## src/inc/dcm_consts.svh

```systemverilog
// Purpose: Constants for the disk address to card sector mapper
// Assumes: Included by bare name; definitions only
// Notes:   Offsets and geometry are `define macros
`ifndef DCM_CONSTS_SVH
`define DCM_CONSTS_SVH

// ****************************************************************
// Card and sector layout
// ****************************************************************
`define DCM_CARD_SECTOR_BYTES   512
`define DCM_WORDS_PER_SECTOR    128
`define DCM_BYTES_PER_WORD      8
`define DCM_DATA_BITS           36
`define DCM_SLOT_BITS           64
`define DCM_CARD_PER_EMU        2
`define DCM_DRIVES              8
`define DCM_DRIVE_STRIDE        2097152
`define DCM_DRIVE_SHIFT         21

// ****************************************************************
// Drive geometries
// ****************************************************************
`define DCM_SMALL_HEADS         19
`define DCM_SMALL_SECTORS       20
`define DCM_SMALL_CYLS          815
`define DCM_LARGE_HEADS         32
`define DCM_LARGE_SECTORS       43
`define DCM_LARGE_CYLS          630
`define DCM_DIAG_SECTORS        22

`endif

```

## src/inc/dcm_pkg.sv

```systemverilog
// Purpose: Types for the disk address to card sector mapper
// Assumes: Constants live in dcm_consts.svh
// Notes:   Holds state and geometry enumerations
package dcm_pkg;

	// Translation sequencer states
	typedef enum logic [2:0]
	{
		DCM_IDLE = 3'b000,
		DCM_CYL  = 3'b001,
		DCM_TRK  = 3'b010,
		DCM_SEC  = 3'b011,
		DCM_DONE = 3'b100
	} dcm_state_t;

	// Drive geometry selection
	typedef enum logic
	{
		DCM_GEOM_SMALL = 1'b0,
		DCM_GEOM_LARGE = 1'b1
	} dcm_geom_t;

endpackage

```

## src/design/dcm_word_pack.sv

```systemverilog
// Purpose: Packs one data word into an eight byte card slot
// Assumes: Combinational helper used by the mapper
// Notes:   Low byte first, upper bits forced to zero
`timescale 1ns/10ps
`default_nettype none
`include "dcm_consts.svh"

module dcm_word_pack
	import dcm_pkg::*;
(
	input  wire logic [`DCM_DATA_BITS-1:0] i_word,
	input  wire logic                      i_fill_zero,
	output logic      [`DCM_SLOT_BITS-1:0] o_slot
);

	logic [`DCM_SLOT_BITS-1:0] wide;

	// Zero fill past the end of a short write
	// zero fill
	assign wide = i_fill_zero ? '0 : {{(`DCM_SLOT_BITS-`DCM_DATA_BITS){1'b0}}, i_word};

	// Byte 0 goes out first, so it sits in the low lane
	// byte order
	genvar b;
	generate
		for (b = 0; b < `DCM_BYTES_PER_WORD; b++)
		begin : g_lane
			assign o_slot[b*8 +: 8] = wide[b*8 +: 8];
		end
	endgenerate

endmodule // dcm_word_pack

`default_nettype wire

```

## src/design/dcm_mapper.sv

```systemverilog
// Purpose: Maps cylinder, track, sector to a linear card sector
// Assumes: One 10 MHz clock, synchronous active low reset
// Notes:   Multiplies by repeated addition; also steps the address
// Functional notes
// - Card access always covers whole 512-byte sectors.
// - Every access carries a 32-bit linear sector address.
// - Cylinder from desired cylinder, track and sector from sector/track.
// - Address is ((cyl*heads+track)*sectors+sector) times two.
// - Multiplications done by repeated addition over many cycles.
// - Small drive uses 19 heads and 20 sectors per track.
// - Emulated sector is 128 words of 8 bytes, 1024 bytes.
// - After a transfer sector and track advance with wraparound; cylinder just increments.
// - Short write pads rest of sector with zeros.
// - Short read delivers only the requested words.
// - Each 36-bit word sits in a 64-bit slot, upper zero.
// - Slot bytes ordered least significant first.
// - Each of 8 drives starts on a fixed 1 GB boundary.
// - Data uses the 20-sector format only; 22 is diagnostic.
// - Small drive has 815 cylinders; geometry stays configurable.
// - Large drive uses 43 sectors, 32 tracks, 630 cylinders.
`timescale 1ns/10ps
`default_nettype none
`include "dcm_consts.svh"

module dcm_mapper
	import dcm_pkg::*;
#(
	parameter int CYL_W  = 10,
	parameter int TRK_W  = 6,
	parameter int SEC_W  = 6,
	parameter int WIDX_W = 7
)
(
	input  wire logic                      i_clk,
	input  wire logic                      i_rst_n,
	input  wire logic                      i_start,
	input  wire logic                      i_geom,
	input  wire logic [2:0]                i_drive,
	input  wire logic [CYL_W-1:0]          desired_cylinder_reg,
	input  wire logic [15:0]               sector_track_reg,
	input  wire logic                      i_advance,
	input  wire logic                      i_load,
	input  wire logic [WIDX_W:0]           i_req_words,
	input  wire logic                      i_wr_valid,
	input  wire logic [`DCM_DATA_BITS-1:0] i_wr_word,
	input  wire logic                      i_rd_valid,
	input  wire logic [`DCM_SLOT_BITS-1:0] i_rd_slot,
	output logic                           o_busy,
	output logic                           o_done,
	output logic [31:0]                    o_sd_addr,
	output logic [1:0]                     o_sd_count,
	output logic [CYL_W-1:0]               o_cyl,
	output logic [TRK_W-1:0]               o_trk,
	output logic [SEC_W-1:0]               o_sec,
	output logic                           o_wr_slot_valid,
	output logic [`DCM_SLOT_BITS-1:0]      o_wr_slot,
	output logic                           o_wr_last,
	output logic                           o_mem_valid,
	output logic [`DCM_DATA_BITS-1:0]      o_mem_word,
	output logic                           o_fmt_err
);

	// ****************************************************************
	// Geometry selection
	// ****************************************************************
	localparam logic [TRK_W-1:0] SMALL_HEADS = TRK_W'(`DCM_SMALL_HEADS);
	localparam logic [SEC_W-1:0] SMALL_SECS  = SEC_W'(`DCM_SMALL_SECTORS);
	localparam logic [CYL_W-1:0] SMALL_CYLS  = CYL_W'(`DCM_SMALL_CYLS);
	localparam logic [TRK_W-1:0] LARGE_HEADS = TRK_W'(`DCM_LARGE_HEADS);
	localparam logic [SEC_W-1:0] LARGE_SECS  = SEC_W'(`DCM_LARGE_SECTORS);
	localparam logic [CYL_W-1:0] LARGE_CYLS  = CYL_W'(`DCM_LARGE_CYLS);
	localparam logic [SEC_W-1:0] DIAG_SECS   = SEC_W'(`DCM_DIAG_SECTORS);
	localparam logic [WIDX_W:0]  FULL_WORDS  = (WIDX_W+1)'(`DCM_WORDS_PER_SECTOR);

	logic [TRK_W-1:0] heads;
	logic [SEC_W-1:0] spt;
	logic [CYL_W-1:0] ncyl;
	dcm_geom_t        geom_reg;

	always_comb
	begin
		if (geom_reg == DCM_GEOM_LARGE)
		begin
			heads = LARGE_HEADS;
			spt   = LARGE_SECS;
			ncyl  = LARGE_CYLS;
		end
		else
		begin
			heads = SMALL_HEADS;
			spt   = SMALL_SECS;
			ncyl  = SMALL_CYLS;
		end
	end

	// ****************************************************************
	// Disk address registers
	// ****************************************************************
	logic [CYL_W-1:0] cyl_reg;
	logic [TRK_W-1:0] trk_reg;
	logic [SEC_W-1:0] sec_reg;
	logic [2:0]       drive_reg;
	dcm_state_t       state_reg;

	// Latch inputs on load; step after a transfer
	// address sources
	always_ff @(posedge i_clk)
	begin
		if (!i_rst_n)
		begin
			cyl_reg   <= '0;
			trk_reg   <= '0;
			sec_reg   <= '0;
			drive_reg <= '0;
			geom_reg  <= DCM_GEOM_SMALL;
		end
		else if (i_load && state_reg == DCM_IDLE)
		begin
			cyl_reg   <= desired_cylinder_reg;
			trk_reg   <= sector_track_reg[8 +: TRK_W];
			sec_reg   <= sector_track_reg[0 +: SEC_W];
			drive_reg <= i_drive;
			geom_reg  <= dcm_geom_t'(i_geom);
		end
		else if (i_advance && state_reg == DCM_IDLE)
		begin
			if (sec_reg == spt - 1'b1)
			begin
				sec_reg <= '0;
				if (trk_reg == heads - 1'b1)
				begin
					trk_reg <= '0;
					cyl_reg <= cyl_reg + 1'b1;
				end
				else
					trk_reg <= trk_reg + 1'b1;
			end
			else
				sec_reg <= sec_reg + 1'b1;
		end
	end

	// Flag addresses outside the data format; 22-sector is diagnostic only
	// data format check
	always_ff @(posedge i_clk)
	begin
		if (!i_rst_n)
			o_fmt_err <= 1'b0;
		else if (i_start && state_reg == DCM_IDLE)
			o_fmt_err <= (sec_reg >= spt) || (trk_reg >= heads) || (cyl_reg >= ncyl)
				|| (geom_reg == DCM_GEOM_SMALL && sec_reg >= DIAG_SECS);
	end

	// ****************************************************************
	// Translation by repeated addition
	// ****************************************************************
	logic [31:0]      acc_reg;
	logic [CYL_W-1:0] cnt_reg;

	// Slow but tiny; disk timing leaves many idle cycles
	// repeated addition
	always_ff @(posedge i_clk)
	begin
		if (!i_rst_n)
		begin
			state_reg <= DCM_IDLE;
			acc_reg   <= '0;
			cnt_reg   <= '0;
		end
		else
		begin
			case (state_reg)
				DCM_IDLE:
				begin
					if (i_start)
					begin
						acc_reg   <= '0;
						cnt_reg   <= '0;
						state_reg <= DCM_CYL;
					end
				end
				DCM_CYL:
				begin
					// cyl * heads: add cyl once per head
					if (cnt_reg == CYL_W'(heads))
					begin
						acc_reg   <= acc_reg + 32'(trk_reg);
						cnt_reg   <= '0;
						state_reg <= DCM_TRK;
					end
					else
					begin
						acc_reg <= acc_reg + 32'(cyl_reg);
						cnt_reg <= cnt_reg + 1'b1;
					end
				end
				DCM_TRK:
				begin
					// (cyl*heads+trk) * spt: keep a running sum in prod_reg
					if (cnt_reg == CYL_W'(spt))
					begin
						state_reg <= DCM_SEC;
					end
					else
						cnt_reg <= cnt_reg + 1'b1;
				end
				DCM_SEC:
					state_reg <= DCM_DONE;
				DCM_DONE:
					state_reg <= DCM_IDLE;
				default:
					state_reg <= DCM_IDLE;
			endcase
		end
	end

	// Product accumulator for the sectors-per-track pass
	logic [31:0] prod_reg;

	always_ff @(posedge i_clk)
	begin
		if (!i_rst_n)
			prod_reg <= '0;
		else if (state_reg == DCM_CYL)
			prod_reg <= '0;
		else if (state_reg == DCM_TRK && cnt_reg != CYL_W'(spt))
			prod_reg <= prod_reg + acc_reg;
		else if (state_reg == DCM_SEC)
			prod_reg <= prod_reg + 32'(sec_reg);
	end

	// Output address: doubled, plus drive base on a 1 GB boundary
	// 32-bit address
	always_ff @(posedge i_clk)
	begin
		if (!i_rst_n)
			o_sd_addr <= '0;
		else if (state_reg == DCM_DONE)
			o_sd_addr <= {prod_reg[30:0], 1'b0}
				+ {8'h00, drive_reg, `DCM_DRIVE_SHIFT'(0)};
	end

	always_ff @(posedge i_clk)
	begin
		if (!i_rst_n)
		begin
			o_busy <= 1'b0;
			o_done <= 1'b0;
		end
		else
		begin
			o_busy <= (state_reg == DCM_IDLE) ? i_start : (state_reg != DCM_DONE);
			o_done <= (state_reg == DCM_DONE);
		end
	end

	// Two whole card sectors per emulated sector, never a partial one
	// whole card sectors
	always_ff @(posedge i_clk)
	begin
		if (!i_rst_n)
			o_sd_count <= '0;
		else
			o_sd_count <= 2'(`DCM_CARD_PER_EMU);
	end

	// Mirror of the stepped address for the drive's own registers
	always_ff @(posedge i_clk)
	begin
		if (!i_rst_n)
		begin
			o_cyl <= '0;
			o_trk <= '0;
			o_sec <= '0;
		end
		else
		begin
			o_cyl <= cyl_reg;
			o_trk <= trk_reg;
			o_sec <= sec_reg;
		end
	end

	// ****************************************************************
	// Word stream to and from the card
	// ****************************************************************
	logic [WIDX_W:0]          widx_reg;
	logic [WIDX_W:0]          ridx_reg;
	logic                     fill;
	logic [`DCM_SLOT_BITS-1:0] slot;

	// Past the requested count, slots are zero
	// zero fill
	assign fill = (widx_reg >= i_req_words);

	dcm_word_pack u_pack
	(
		.i_word      (i_wr_word),
		.i_fill_zero (fill),
		.o_slot      (slot)
	);

	// Padding slots go out without waiting for source words
	always_ff @(posedge i_clk)
	begin
		if (!i_rst_n)
		begin
			widx_reg        <= '0;
			o_wr_slot_valid <= 1'b0;
			o_wr_slot       <= '0;
			o_wr_last       <= 1'b0;
		end
		else
		begin
			o_wr_slot_valid <= 1'b0;
			o_wr_last       <= 1'b0;
			if (i_start)
				widx_reg <= '0;
			else if ((i_wr_valid || fill) && widx_reg < FULL_WORDS && i_req_words != '0)
			begin
				o_wr_slot_valid <= 1'b1;
				o_wr_slot       <= slot;
				o_wr_last       <= (widx_reg == FULL_WORDS - 1'b1);
				widx_reg        <= widx_reg + 1'b1;
			end
		end
	end

	// Whole sector is read; only requested words reach memory
	// short read
	always_ff @(posedge i_clk)
	begin
		if (!i_rst_n)
		begin
			ridx_reg    <= '0;
			o_mem_valid <= 1'b0;
			o_mem_word  <= '0;
		end
		else
		begin
			o_mem_valid <= 1'b0;
			if (i_start)
				ridx_reg <= '0;
			else if (i_rd_valid && ridx_reg < FULL_WORDS)
			begin
				ridx_reg    <= ridx_reg + 1'b1;
				o_mem_valid <= (ridx_reg < i_req_words);
				o_mem_word  <= i_rd_slot[`DCM_DATA_BITS-1:0];
			end
		end
	end
endmodule // dcm_mapper

`default_nettype wire

```

## config.mk

```make
export PLATFORM = sky130hd
export DESIGN_NAME = dcm_mapper
export DESIGN_NICKNAME = d
export VERILOG_FILES = /design/src/inc/dcm_pkg.sv /design/src/design/dcm_word_pack.sv /design/src/design/dcm_mapper.sv
export VERILOG_INCLUDE_DIRS = /design/src /design/src/inc
export SDC_FILE = /design/constraint.sdc
export NUM_CORES = 1
export LEC_CHECK = 0
export ABC_AREA = 0
export BUFFER_PORTS_ARGS = -buffer_cell sky130_fd_sc_hd__buf_2
export CAP_MARGIN = 20
export CORE_ASPECT_RATIO = 1.2
export CORE_MARGIN = 2
export CORE_UTILIZATION = 50
export DETAILED_ROUTE_END_ITERATION = 10
export HOLD_SLACK_MARGIN = 0.08
export PLACE_DENSITY = 0.74
export SYNTH_ARGS = -nofsm -noshare
export SYNTH_HDL_FRONTEND = slang
export SYNTH_HIERARCHICAL = 1
export SYNTH_SLANG_ARGS = --single-unit
```

## constraint.sdc

```tcl
create_clock -name i_clk -period 5.6 [get_ports i_clk]
set_clock_uncertainty 0.2 [all_clocks]
set_input_delay 1.12 -clock i_clk [delete_from_list [all_inputs] [get_ports i_clk]]
set_output_delay 1.12 -clock i_clk [all_outputs]
set_load 0.05 [all_outputs]
```

### Word level (Yosys, flattened, before mapping)

Index checks and enable logic that the tools add are counted.

| storage, ports and cells | value |
|---|---|
| flip-flop bits (word level) | 281 |
| latch bits | 0 |
| RAM bits | 0 |
| memory bits (read-only) | 0 |
| input port bits | 145 |
| output and inout bits | 162 |
| logic and storage cells | 127 |
| memories | 0 |

| cells by class | value |
|---|---|
| add/sub/neg operators | 13 |
| multiply operators | 0 |
| div/mod/pow operators | 0 |
| $lt $le $gt $ge | 8 |
| equality and inequality tests | 15 |
| shift-type cells | 0 |
| muxes and demuxes | 31 |
| bitwise gates (word level) | 5 |
| reduce and logical (&&, ||, !) cells | 31 |

Operator list:

| cell | number |
|---|---|
| 2-to-1 mux 32 bit | 4 |
| 2-to-1 mux 10 bit | 7 |
| adder 32 x 6 -> 32 bit | 2 |
| one-hot mux 32 bit (2 select lines) | 1 |
| 2-to-1 mux 6 bit | 9 |
| 2-to-1 mux 36 bit | 1 |
| adder 32 x 10 -> 32 bit | 1 |
| adder 32 x 24 -> 32 bit | 1 |
| adder 32 bit | 1 |
| one-hot mux 10 bit (3 select lines) | 1 |
| adder 10 x 1 -> 10 bit (second input constant) | 2 |
| equality test 10 x 6 -> 1 bit | 2 |
| adder 8 x 1 -> 8 bit (second input constant) | 2 |
| less-than comparator 8 bit (second input constant) | 2 |
| adder 6 x 1 -> 6 bit (second input constant) | 2 |
| equality test 6 bit | 2 |
| greater-or-equal comparator 6 bit | 2 |
| one-hot mux 3 bit (4 select lines) | 1 |
| subtractor 6 x 1 -> 6 bit (second input constant) | 2 |
| greater-or-equal comparator 10 bit | 1 |
| inequality test 10 x 6 -> 1 bit | 1 |
| nonzero test 2 bit | 5 |
| 2-to-1 mux 3 bit | 3 |
| 2-to-1 mux 9 bit | 1 |
| other kinds (21) | 47 |

### Longest topological paths before layout

| logic depth | value |
|---|---|
| depth after elaboration | 7 |
| mapped depth | 18 |

### Hierarchy

The synthesis kept the hierarchy.

By module, submodules not included:

| module | times used | cells an instance | area an instance (µm²) | sequential area each (µm²) |
|---|---|---|---|---|
| dcm_mapper | 1 | 1,766 | 14,132.3 | 5,545.3 |
| dcm_word_pack | 1 | 68 | 488.0 | 0.0 |

### Least setup slack after synthesis

No wires, ideal clock.

| timing path | value |
|---|---|
| kind | reg-to-reg |
| start | register geom_reg |
| end | register prod_reg[30] |
| library setup time | 0.131 ns |
| arrival time | 3.766 ns |
| required time | 5.269 ns |
| path slack | 1.503 ns |
| cell stages (with the launch flop) | 19 |
| path buffers | 2 |
| path through | dfxtp_1 -> buf_2 -> nor2_1 -> a32o_2 -> a211oi_2 -> clkbuf_1 -> nand2_1 -> o21ai_0 -> ha_1 -> inv_1 -> fa_1 -> nand2b_1 -> a21oi_1 -> o21ai_2 -> o21ai_2 -> a221oi_2 -> o41ai_1 -> o21ai_1 -> nor3b_2 |

| between the ends | value |
|---|---|
| longest elaborated chain between the ends | 4 |

Ends and longest elaborated chain:

| element | line | source |
|---|---|---|
| start: declaration | dcm_mapper.sv:78 | `dcm_geom_t geom_reg;` |
| start signal: assignment | dcm_mapper.sv:123 | `geom_reg <= dcm_geom_t'(i_geom);` |
| 2-to-1 mux 6 bit (*) | dcm_mapper.sv:82 | `if (geom_reg == DCM_GEOM_LARGE)` |
| inequality test 10 x 6 -> 1 bit (*) | dcm_mapper.sv:226 | `else if (state_reg == DCM_TRK && cnt_reg != CYL_W'(spt))` |
| logical AND 1 bit (*) | dcm_mapper.sv:226 |  |
| 2-to-1 mux 32 bit / nonzero test 2 bit (equally long branches) | -- |  |
| end signal: assignment | dcm_mapper.sv:227 | `prod_reg <= prod_reg + acc_reg;` |
| end signal: assignment | dcm_mapper.sv:229 | `prod_reg <= prod_reg + 32'(sec_reg);` |
| end: declaration | dcm_mapper.sv:218 | `logic [31:0] prod_reg;` |

Mark *: on every way between the ends. The rest lies on a longest branch, timed or not.
A chain may end at the register's enable or synchronous reset.

### Worst setup path in the final report

| timing path | value |
|---|---|
| start | register cnt_reg[6] |
| end | register acc_reg[20] |

| between the ends | value |
|---|---|
| longest elaborated chain between the ends | 3 |

Ends and longest elaborated chain:

| element | line | source |
|---|---|---|
| start: declaration | dcm_mapper.sv:158 | `logic [CYL_W-1:0] cnt_reg;` |
| start signal: assignment | dcm_mapper.sv:194 | `cnt_reg <= cnt_reg + 1'b1;` |
| start signal: assignment | dcm_mapper.sv:205 | `cnt_reg <= cnt_reg + 1'b1;` |
| equality test 10 x 6 -> 1 bit | dcm_mapper.sv:185 | `if (cnt_reg == CYL_W'(heads))` |
| 2-to-1 mux 32 bit | dcm_mapper.sv:185 |  |
| one-hot mux 32 bit (2 select lines) | dcm_mapper.sv:172 | `case (state_reg)` |
| end signal: assignment | dcm_mapper.sv:187 | `acc_reg <= acc_reg + 32'(trk_reg);` |
| end signal: assignment | dcm_mapper.sv:193 | `acc_reg <= acc_reg + 32'(cyl_reg);` |
| end: declaration | dcm_mapper.sv:157 | `logic [31:0] acc_reg;` |

Every way passes these cells.

==> key figures <==
STA
  – Worst rel slew slack: 0.289
  – Actual transition at the worst max-transition pin: around 1.1 ns
  – Number of failing setup endpoints in the final timing report: 0
  – Fmax: between 0.2 and 0.25 GHz
  – Share of the cycle needed by the critical path after routing: 0.870
  – Time the final worst path needs with I/O delays and setup: 4.87 ns
  – Fin worst setup slack: between 0.7 and 0.8 ns
  – Final Slew Violations: 0
  – RSZ-0062 raised after global routing: no
  – Hold violation total from the final report: 0
  – Total negative slack: 0 ns

Worst setup path
  – Crit. End Element: flip-flop
  – CP cell instances: nor4_1, o21ai_1, nor4_2, buf_4, mux2_2, ha_1, a21o_1, a21oi_1, nor4b_1, or3_1, a21oi_2, nand2b_1, or3_1, a21oi_1
  – Data required, critical path: between 5 and 6 ns
  – Type of element launching the critical path: flip-flop
  – Family with the most delay on the worst path: simple AND/OR/NAND/NOR gates
  – Stage delay of the slowest cell on the critical path: roughly 0.59 ns
  – Worst setup slack for register-to-register paths: 0.73 ns
  – Highest net fanout along the worst path: 15
  – Critical path data arrival time: 5.09 ns
  – Number of buffer and inverter stages on the critical path: 1
  – Critical Path Slowest Stage Cell: sky130_fd_sc_hd__nor4_2
  – Setup Crit Path Kind: flip-flop to flip-flop

Floorplanning
  – Area of the die: approximately 0.031 mm2
  – Floorplan Core Area: approximately 0.029 mm2
  – Site row count: 68
  – Die outline height: around 190 um
  – Number of ports placed on the die boundary: a little over 300
  – Width of the die: ~160 um
  – Initial standard-cell utilization of the core: 0.508

Synthesis
  – Count of yosys warnings during synthesis: 6
  – Post-Syn Area per Cell: roughly 8 um2
  – Biggest area consumer among synthesized cells: sky130_fd_sc_hd__dfxtp_1
  – Dominant register cell in the synthesized netlist: sky130_fd_sc_hd__dfxtp_1
  – Most frequently used cell type in the post-synthesis netlist: sky130_fd_sc_hd__nand2_1
  – Post-synth EDFFs: 0
  – Post-Synthesis Cells: about 1,800
  – Sequential share of the synthesized area: 0.379
  – Cell types with the highest counts after synthesis: sky130_fd_sc_hd__nand2_1, sky130_fd_sc_hd__dfxtp_1, sky130_fd_sc_hd__a21oi_1
  – Total standard cell area after synthesis: roughly 0.015 mm2
  – Proportion of netlist area held by the largest area contributor: 0.379
  – Number of storage elements in the synthesis netlist: 277
  – Area contributors post-synth: sky130_fd_sc_hd__dfxtp_1, sky130_fd_sc_hd__nand2_1, sky130_fd_sc_hd__ha_1, sky130_fd_sc_hd__a21oi_1, sky130_fd_sc_hd__o21ai_0
  – Proportion of synthesized flip-flops having asynchronous set or reset: 0
  – Synth unique cells: between 80 and 90

Run
  – Number of max-cap violations: 0

Cells and area
  – Biggest registers after layout: o_wr_slot: 64 flops, o_mem_word: 36 flops
  – Top register by number of flip-flops: o_wr_slot
  – Fraction of layout cells with a size suffix above 1: 0.188
  – Largest register FFs: 64
  – Synthesis-to-finish area growth: 16.6%
  – Number of nets in the layout: approximately 2,300

Routing
  – Number of routed nets with antenna violations: 0
  – DR DRC count: 0
  – Routed length on met3: between 2000 and 3000 um
  – First-pass detailed-route iteration total: 5
  – Mean routed wirelength per cell: around 15 um
  – Final wirelength: 37,300 um
  – DRT met1 WL: 15,400 um
  – Top metal layer carrying routed signals: met5
  – Starting DRT DRC Count: roughly 800
  – Met2 WL: about 18,000 um
  – Number of vias after detailed routing: 13,300
  – Vias per cell: about 5.4

GRT
  – Vias in the first global route: between 10,000 and 15,000
  – Global-route wire length before repair: around 60,000 um
  – Initial antenna violation count: 2
  – Pin count of the biggest net entering global routing: 130
  – GR Util All Layers: 0.232
  – Overflow after GRT: 0

Power and ir drop
  – Total Power: around 4.6 mW
  – Relative contribution of the clock network to total power: 0.436
  – Pwr/cell area: 270 mW/mm2
  – Gate power share: 0.114
  – Reported leakage power: 7.34 nW
  – Max VDD drop: 0.238 mV
  – Sequential cell fraction of total power: 0.451
  – Switching component of the power: about 1.2 mW
  – Internal Pwr Total: around 3.4 mW
  – Switching Share: 0.268

CTS
  – Clock latency on the worst-skew pair: roughly 0.57 ns
  – CTS Hold Bufs: 0
  – Register clock-pin slew on the reported worst setup and hold paths: roughly 0.070 ns
  – Number of sinks on the clock net: 277
  – Inserted Clock Buffers: 29
  – Buffer cell driving the clock tree root: sky130_fd_sc_hd__clkbuf_16
  – Maximum number of buffers from clock root to sink: 3
  – CTS resizes: 0
  – Post-CTS Setup Repair Bufs: 0
  – TritonCTS clock tree: done
  – Htree depth: 1

Placed design
  – PortBufs: 272
  – Placed wire-length estimate: 26,700 um
  – Placement Setup Slack: 0.762 ns
  – Routability cong.: ~0.9

Run status
  – Result of the run: completed

Worst hold path
  – Worst min-delay path class: flip-flop to flip-flop
[kinds of logic after synthesis]
logic type | Yosys count | share of synthesized area
other cells | 2 | 0.000514
flops | 277 | 0.379
fa+ha+maj | 83 | 0.0726
simple gates | 773 | 0.257
mux | 17 | 0.0126
xor+xnor | 56 | 0.0335
compound gates | 447 | 0.186
buf+inv | 179 | 0.0579
[metrics by stage]
stage               hold slack, ns   util  std cells  area, um2
detailed placement           0.243  0.557       2392      16000
CTS                          0.252  0.591       2444      17000
floorplan                    0.241      -       1862      14700
global route                 0.268  0.593       2446      17000
global placement             0.238  0.556       2391      16000
finish                       0.250  0.593       2447      17000
[per-layer routing]
layer  vias up  GRT usage
li1       6735          -
met1      6108      0.275
met2       346      0.413
met3        70     0.0588
met4         2     0.0717
met5         -          0
[cell usage in the layout (no fill, tap or decap), types with 42 or more instances in the layout]
cell	Yosys	routed
sky130_fd_sc_hd__buf_2	26	271
sky130_fd_sc_hd__ha_1	80	80
sky130_fd_sc_hd__o21ai_0	129	129
sky130_fd_sc_hd__nand3_1	114	114
sky130_fd_sc_hd__dfxtp_1	277	277
sky130_fd_sc_hd__nor2b_1	43	42
sky130_fd_sc_hd__nor2_1	103	103
sky130_fd_sc_hd__a21oi_1	166	166
sky130_fd_sc_hd__nand2_1	306	306
sky130_fd_sc_hd__and2_1	60	60
[worst min-delay path: cells and delay by family, from the launching register on]
family           cells  cell delay (ns)
flip-flops           1             0.30
AND/OR/NAND/NOR      1             0.05
AO/OA/AOI/OAI        1             0.05
[final timing paths]
path / from / endpoint / cells after the start
worst max-delay path: cnt_reg[6] / acc_reg[20] / 14
worst max register to register: cnt_reg[6] / acc_reg[20] / 14
worst min-delay path: o_sd_addr[1] / o_sd_addr[1] / 2
worst min register to register: o_sd_addr[1] / o_sd_addr[1] / 2
[power groups by stage]
stage / clock network (mW) / registers (mW) / logic (mW)
finish: 2.00 / 2.07 / 0.523
global route: 2.12 / 2.08 / 0.570
CTS: 2.05 / 2.07 / 0.521
detailed placement: 0 / 2.11 / 0.520
global placement: 0 / 2.11 / 0.509
floorplan: 0 / 2.25 / 0.252
[final cells by class]
class	instances	area, um2
Clock buffer	39	833
Clock inverter	13	164
Inverter	33	125
Antenna cell	1	2.50
Sequential cell	277	5550
Fill cell	2674	11700
Tap cell	385	482
Multi-Input combinational cell	1406	8340
Timing Repair Buffer	293	1550
Power figures use the tool's default switching activity.
